==> config.mk <==
export PLATFORM = sky130hd
export DESIGN_NAME = critical_msi_attr_and_affinity
export DESIGN_NICKNAME = d
export VERILOG_FILES = /design/src/rtl/critical_msi_attr_and_affinity.v
export VERILOG_INCLUDE_DIRS = /design/src /design/src/rtl
export SDC_FILE = /design/constraint.sdc
export NUM_CORES = 1
export LEC_CHECK = 0
export ABC_AREA = 1
export BUFFER_PORTS_ARGS = -buffer_cell sky130_fd_sc_hd__clkbuf_2
export CORE_ASPECT_RATIO = 1.4
export CORE_UTILIZATION = 47
export DETAILED_ROUTE_END_ITERATION = 16
export PLACE_DENSITY = 0.85
export SLEW_MARGIN = 40
export SYNTH_ARGS = -nofsm -noshare
export SYNTH_HDL_FRONTEND = slang
export SYNTH_SLANG_ARGS = --single-unit
==> constraint.sdc <==
create_clock -name clock_i -period 1.3 [get_ports clock_i]
set_clock_uncertainty 0.1 [all_clocks]
set_input_delay 0.065 -clock clock_i [delete_from_list [all_inputs] [get_ports clock_i]]
set_output_delay 0.065 -clock clock_i [all_outputs]
set_load 0.1 [all_outputs]
==> src/rtl/crit_msi_map.vh <==
// offsets, field positions, reset values and attribute codes of the critical msi block
`ifndef CRIT_MSI_MAP_VH
`define CRIT_MSI_MAP_VH
`define OFS_TARGET_LO     12'hea0
`define OFS_TARGET_HI     12'hea4
`define OFS_PAYLOAD       12'hea8
`define OFS_ATTRIBUTE     12'heac
`define OFS_AFF_LO        12'hfa8
`define OFS_AFF_HI        12'hfac
`define OFS_AFF_CFG       12'hf00
`define BIT_GEN_ON        7
`define BIT_SPACE_SEL     6
`define FLD_SHARE_HI      5
`define FLD_SHARE_LO      4
`define FLD_MEMTYPE_HI    3
`define FLD_MEMTYPE_LO    0
`define RST_GEN_ON        1'h0
`define SH_NONE           2'h0
`define SH_OUTER          2'h2
`define SH_INNER          2'h3
`define MT_NORMAL_NC      4'h5
`define LEVEL_ONE_MARK    8'h80
`endif

==> src/rtl/critical_msi_attr_and_affinity.v <==
// critical error interrupt attribute word, target/payload words, affinity and msi issue
`default_nettype none
`include "crit_msi_map.vh"

module critical_msi_attr_and_affinity #(
  parameter       HAS_IRQ_CFG    = 1,
  parameter       HAS_CRIT_IRQ   = 1,
  parameter       RECOMMENDED    = 1,
  parameter       CAN_DISABLE    = 1,
  parameter       CAN_SPACE      = 1,
  parameter       CAN_SHARE      = 1,
  parameter       CAN_MEMTYPE    = 1,
  parameter       HAS_AFFINITY   = 1,
  parameter       HAS_V11        = 1,
  parameter [0:0] SPACE_RESET    = 1'h0,
  parameter [0:0] SPACE_FIXED    = 1'h0,
  parameter [1:0] SHARE_FIXED    = 2'h2,
  parameter [3:0] MEMTYPE_FIXED  = 4'h0,
  parameter [7:0] ODD_RESET      = 8'h00
) (
  input  wire        clock_i,
  input  wire        rst_n_i,
  input  wire [11:0] addr_i,
  input  wire [31:0] wdata_i,
  input  wire        wr_i,
  input  wire        rd_i,
  input  wire [1:0]  acc_space_i,
  output reg  [31:0] rdata_o,
  input  wire [63:0] pe_affinity_identifier_i,
  input  wire        aff_subset_i,
  input  wire [1:0]  aff_subset_level_i,
  input  wire        fw_configured_i,
  input  wire        crit_event_i,
  output reg         msi_valid_o,
  output reg  [55:0] msi_addr_o,
  output reg  [31:0] msi_data_o,
  output reg         msi_ns_o,
  output reg  [1:0]  msi_share_domain_o,
  output reg  [3:0]  msi_memory_type_o
);

  // ------------------------------------------------------------
  // presence and access classes
  // ------------------------------------------------------------
  localparam [1:0] ACC_SECURE = 2'h0;
  localparam [1:0] ACC_NONSEC = 2'h1;
  localparam [1:0] ACC_REALM  = 2'h2;

  localparam PRESENT = (HAS_IRQ_CFG != 0) && ((HAS_CRIT_IRQ != 0) || (RECOMMENDED == 0));
  localparam ODD     = (RECOMMENDED == 0);

  reg         msi_gen_on_reg;
  reg         msi_space_select_reg;
  reg  [1:0]  msi_share_domain_reg;
  reg  [3:0]  msi_memory_type_reg;
  reg  [7:0]  odd_word_reg;
  reg  [53:0] target_reg;
  reg  [31:0] payload_reg;
  reg         aff_cfg_reg;

  wire untrusted = (acc_space_i == ACC_NONSEC) || (acc_space_i == ACC_REALM);
  // one lock covers target, payload and attribute words
  wire locked    = untrusted && !ODD && !msi_space_select_reg;

  // ------------------------------------------------------------
  // effective field views
  // ------------------------------------------------------------
  wire       gen_on_view  = (CAN_DISABLE != 0) ? msi_gen_on_reg : 1'b0;
  wire       space_view   = (CAN_SPACE != 0) ? msi_space_select_reg : 1'b0;
  wire [1:0] share_view   = (CAN_SHARE != 0) ? msi_share_domain_reg : 2'h0;
  wire [3:0] memtype_view = (CAN_MEMTYPE != 0) ? msi_memory_type_reg : 4'h0;

  wire [31:0] attr_view = !PRESENT ? 32'h0 :
                          ODD ? {24'h0, odd_word_reg} :
                          {24'h0, gen_on_view, space_view, share_view, memtype_view};

  // ------------------------------------------------------------
  // affinity view
  // ------------------------------------------------------------
  reg [63:0] aff_view;
  always @* begin
    aff_view = 64'h0;
    if (HAS_AFFINITY != 0 && aff_cfg_reg && fw_configured_i) begin
      if (!aff_subset_i) begin
        aff_view       = pe_affinity_identifier_i;
        aff_view[63:40] = 24'h0;
        aff_view[31]   = 1'b1;
      end else begin
        aff_view[39:32] = pe_affinity_identifier_i[39:32];
        aff_view[23:16] = pe_affinity_identifier_i[23:16];
        aff_view[15:8]  = pe_affinity_identifier_i[15:8];
        aff_view[7:0]   = 8'h0;
        aff_view[31]    = 1'b0;
        case (aff_subset_level_i)
          2'h1: begin
            aff_view[15:8] = (HAS_V11 != 0) ? pe_affinity_identifier_i[15:8] : 8'h0;
          end
          2'h2: begin
            aff_view[15:8]  = 8'h0;
            aff_view[23:16] = (HAS_V11 != 0) ? pe_affinity_identifier_i[23:16] : 8'h0;
          end
          default: begin
            aff_view[15:8]  = 8'h0;
            aff_view[23:16] = `LEVEL_ONE_MARK;
          end
        endcase
      end
    end
  end

  // ------------------------------------------------------------
  // register writes
  // ------------------------------------------------------------
  wire wr_attr = wr_i && PRESENT && (addr_i == `OFS_ATTRIBUTE) && !locked;
  wire wr_cfg  = wr_i && PRESENT && !locked;

  always @(posedge clock_i) begin
    if (!rst_n_i) begin
      msi_gen_on_reg       <= `RST_GEN_ON;
      msi_space_select_reg <= SPACE_RESET;
      msi_share_domain_reg <= `SH_NONE;
      msi_memory_type_reg  <= 4'h0;
      odd_word_reg         <= ODD_RESET;
      target_reg           <= 54'h0;
      payload_reg          <= 32'h0;
      aff_cfg_reg          <= 1'b0;
    end else begin
      if (wr_attr) begin
        if (ODD) begin
          odd_word_reg <= wdata_i[7:0];
        end else begin
          if (CAN_DISABLE != 0)
            msi_gen_on_reg <= wdata_i[`BIT_GEN_ON];
          if (CAN_SPACE != 0 && !untrusted)
            msi_space_select_reg <= wdata_i[`BIT_SPACE_SEL];
          if (CAN_SHARE != 0)
            msi_share_domain_reg <= wdata_i[`FLD_SHARE_HI:`FLD_SHARE_LO];
          if (CAN_MEMTYPE != 0)
            msi_memory_type_reg <= wdata_i[`FLD_MEMTYPE_HI:`FLD_MEMTYPE_LO];
        end
      end
      if (wr_cfg && addr_i == `OFS_TARGET_LO)
        target_reg[29:0] <= wdata_i[31:2];
      if (wr_cfg && addr_i == `OFS_TARGET_HI)
        target_reg[53:30] <= wdata_i[23:0];
      if (wr_cfg && addr_i == `OFS_PAYLOAD)
        payload_reg <= wdata_i;
      if (wr_i && addr_i == `OFS_AFF_CFG && !untrusted)
        aff_cfg_reg <= wdata_i[0];
    end
  end

  // ------------------------------------------------------------
  // read port: data stands one cycle after the strobe
  // ------------------------------------------------------------
  reg [31:0] rd_mux;
  always @* begin
    rd_mux = 32'h0;
    case (addr_i)
      `OFS_ATTRIBUTE: rd_mux = attr_view;
      `OFS_TARGET_LO: rd_mux = PRESENT ? {target_reg[29:0], 2'h0} : 32'h0;
      `OFS_TARGET_HI: rd_mux = PRESENT ? {8'h0, target_reg[53:30]} : 32'h0;
      `OFS_PAYLOAD:   rd_mux = PRESENT ? payload_reg : 32'h0;
      `OFS_AFF_LO:    rd_mux = aff_view[31:0];
      `OFS_AFF_HI:    rd_mux = aff_view[63:32];
      `OFS_AFF_CFG:   rd_mux = {31'h0, aff_cfg_reg};
      default:        rd_mux = 32'h0;
    endcase
  end

  // ------------------------------------------------------------
  // effective msi attributes
  // ------------------------------------------------------------
  wire       space_eff   = (CAN_SPACE != 0) ? msi_space_select_reg : SPACE_FIXED;
  wire [3:0] memtype_eff = (CAN_MEMTYPE != 0) ? msi_memory_type_reg : MEMTYPE_FIXED;
  wire       dev_or_nc   = (memtype_eff[3:2] == 2'h0) || (memtype_eff == `MT_NORMAL_NC);
  wire [1:0] share_eff   = dev_or_nc ? `SH_OUTER :
                           (CAN_SHARE != 0) ? msi_share_domain_reg : SHARE_FIXED;
  wire       may_issue   = (CAN_DISABLE != 0) ? msi_gen_on_reg : 1'b1;

  always @(posedge clock_i) begin
    if (!rst_n_i) begin
      rdata_o            <= 32'h0;
      msi_valid_o        <= 1'b0;
      msi_addr_o         <= 56'h0;
      msi_data_o         <= 32'h0;
      msi_ns_o           <= 1'b0;
      msi_share_domain_o <= 2'h0;
      msi_memory_type_o  <= 4'h0;
    end else begin
      rdata_o     <= rd_i ? rd_mux : 32'h0;
      msi_valid_o <= crit_event_i && may_issue && PRESENT;
      // attributes only move with an issued write, so they stand until the next one
      if (crit_event_i && may_issue && PRESENT) begin
        msi_addr_o         <= {target_reg, 2'h0};
        msi_data_o         <= payload_reg;
        msi_ns_o           <= space_eff;
        msi_share_domain_o <= share_eff;
        msi_memory_type_o  <= memtype_eff;
      end
    end
  end

endmodule
`default_nettype wire

==> impl_metrics.py <==
metrics = {
    "sta": {
        "post-route-min-period_ns": 1.43,
        "rsz0062_at_grt": "yes",
        "period_share_pct": 110,
        "worstMarginPinSlew_ns": 0.505,
        "holdWs_ns": 0.0171,
        "hold_violations": 0,
        "finalSetupViolations": 33,
        "max-slew-margin-rel_pct": 66.3,
        "layout_setup_ws_ns": -0.128,
        "max_freq_ghz": 0.700,
        "finalMaxSlewViolations": 0,
    },
    "floorplan": {
        "core_area_um2": 18700,
        "start_util_pct": 48.1,
        "die_w_um": 119,
        "std_cell_rows": 59,
        "design.portCount": 247,
        "dieArea_um2": 19700,
        "die_h_um": 166,
    },
    "cts": {
        "cts_root_buf": "clkbuf_16",
        "cts_sinks": 221,
        "clk_pin_slew_ns": 0.07,
        "clockBufferDepth": 3,
        "cts_tree": "done",
        "htreeDepth": 1,
        "cts_buffers": 21,
        "clock_latency_ns": 0.52,
    },
    "logic_synthesis": {
        "synth_top_area_share_pct": 49.2,
        "synthCells": 1249,
        "synth_common_cells": "nor2_1 (440), dfxtp_1 (221), o21ai_0 (179)",
        "syn_area_per_cell_um2": 7.20,
        "yosys_register_bits": 221,
        "synthFlopType": "dfxtp_1",
        "synth_area_um2": 8990,
        "yosysSeqAreaShare_pct": 49.2,
        "synth_edf_count": 0,
        "synth_top_cell_by_area": "dfxtp_1",
        "yosysMostFrequentCell": "nor2_1",
        "synth_area_leaders": "dfxtp_1 (49%), nor2_1 (18%), o21ai_0 (10%), nand3_1 (4.8%), nand2_1 (4.5%)",
        "synthArstFlopShare_pct": 0,
        "synth.distinct_cells": 31,
        "yosys_warnings": 0,
    },
    "cells_and_area": {
        "fillers": 1205,
        "drive_gt1_share_pct": 33.2,
        "fin_nets": 1694,
        "area_growth_pct": 55.2,
        "design_area_um2": 14000,
    },
    "setup_path": {
        "reg2reg_from": "msi_space_select_reg",
        "rr_worst_depth": 7,
        "worstPathRequired_ns": 1.60,
        "cp_slowest_cell": "dfxtp_2",
        "r2r_slack_ns": -0.13,
        "cp.arrival_ns": 1.73,
        "reg2reg_to": "target_reg[52]",
        "crit_chain": "inv_2 > a21oi_4 > buf_12 > nand2_4 > buf_6 > o21ai_1 > nor2_1",
        "start_kind": "flop",
        "crit_fanout": 8,
        "crit_type": "flop to flop",
        "endpoint_kind": "flop",
        "slowest_delay_ns": 0.33,
    },
    "power": {
        "max-vdd-ir-drop_mv": 0.935,
        "p_leak_nw": 5.83,
        "power_per_cell_area_nw_per_um2": 1010,
        "p_total_mw": 14.2,
    },
    "global_route": {
        "antenna_found_initial": 1,
        "grt_use_total_pct": 32.4,
        "overflow": 0,
        "grt_max_degree": 55,
        "grt_first_pass_wirelength_um": 50500,
        "grt_pass1_vias": 9761,
    },
    "detailed_routing": {
        "drtIter0Drc": 1560,
        "vias": 10601,
        "wl_um": 36900,
        "wire_per_inst_um": 20.1,
        "postRouteAntennaNets": 0,
        "drt_pass1_iterations": 6,
        "via_per_inst": 5.78,
        "drc_errors": 0,
    },
    "min_path": {
        "hold_class": "input port to flop",
        "min_to": "rdata_o[11]",
        "hold_start": "pe_affinity_identifier_i[11]",
        "holdPathStages": 5,
    },
    "flow_run": {
        "maxCapViolCount": 0,
    },
    "placement": {
        "post-dp-hpwl_um": 21000,
        "portBuffers": 219,
        "dpl_cell_area_um2": 11600,
        "gp_congestion": 0.932,
    },
    "status": {
        "violations": "negative setup slack",
        "status": "finished, violations left",
    },
}
-- critical path: cells and delay by family, from the launching register on --
kind	cells	cell delay, ns
simple gates	2	0.17
flops	1	0.33
compound gates	2	0.36
buf+inv	3	0.36
-- kinds of logic (layout without fill, tap and decap cells) --
group | count (synthesis) | after routing | share of synthesized area [%]
AND/OR/NAND/NOR | 663 | 663 | 30.3
flip-flops | 221 | 221 | 49.2
other | 1 | 3 | 0.0417
adder cells (fa/ha/maj) | 1 | 1 | 0.139
XOR/XNOR | 1 | 1 | 0.0974
AO/OA/AOI/OAI | 233 | 233 | 13.4
buffers and inverters | 129 | 468 | 6.78
-- cell usage in the layout (no fill, tap or decap), drive strengths merged --
cell         netlist  routed
inv               46      48
nor3               1       1
or2                1       1
conb               1       2
a21boi             5       5
dfxtp            221     221
a21oi             13      13
clkinv             3       6
buf               39     213
clkinvlp           0       2
nand3b             7       7
nor2             448     448
xor2               1       1
nand2            114     114
clkbuf            41     127
nand4              5       5
nand3             87      87
diode              0       1
dlygate4sd3        0      70
o21ai            207     207
ha                 1       1
o211ai             8       8
bufinv             0       2
-- per-stage QoR --
step           utilization, %  std cells  setup TNS (ns)  worst slack [ns]
2_1_floorplan               -       1250           -2.00           -0.0534
3_3_place_gp             61.9       1715          -21.52            -0.297
3_5_place_dp             61.9       1715          -26.30            -0.315
4_1_cts                  70.7       1826               0          0.000227
5_1_grt                  74.7       1834           -4.94            -0.245
6_report                 74.7       1834          -0.919            -0.128
-- worst max path at each step --
stage | startpoint | end | slack, ns | cells past startpoint
after floorplan | gen_on_view | msi_addr_o[46] | -0.05 | 6
final | msi_space_select_reg | target_reg[52] | -0.13 | 7
after global routing | msi_space_select_reg | target_reg[52] | -0.24 | 7
after detailed placement | msi_space_select_reg | payload_reg[29] | -0.31 | 6
after global placement | addr_i[9] | rdata_o[11] | -0.30 | 13
after CTS | msi_addr_o[31] | msi_addr_o[31] | 0.0002 | 1
-- power by group --
part | total (mW) | internal (mW) | switching (mW)
clock network | 6.40 | 3.69 | 2.71
registers | 6.76 | 6.76 | 0.000489
logic | 0.994 | 0.430 | 0.564
-- per-layer routing --
layer	wire length, um	track usage [%]	up-vias
met5	0	0	-
met4	2890	18.7	0
met3	3400	4.75	262
met2	18000	57.3	783
met1	12700	36.8	4885
li1	-	-	4671
-- cell type report --
cell class	count	area [um2]	share of cell area, %
Timing Repair Buffer	381	3870	27.7
Inverter	49	224	1.60
Clock inverter	9	111	0.798
Antenna cell	1	2.50	0.0179
Tap cell	244	305	2.19
Multi-Input combinational cell	900	4330	31.0
Clock buffer	29	606	4.34
Sequential cell	221	4510	32.3
-- repair_timing --
action	CTS	global route
endpoints found under the setup margin	155	171
resized for setup	91	220
pin swaps	2	26
cloned	0	7
buffers inserted	3	1
hold buffers	70	0
hold endpoints to repair	156	0
No activity file was read; power rests on OpenSTA's default activity.
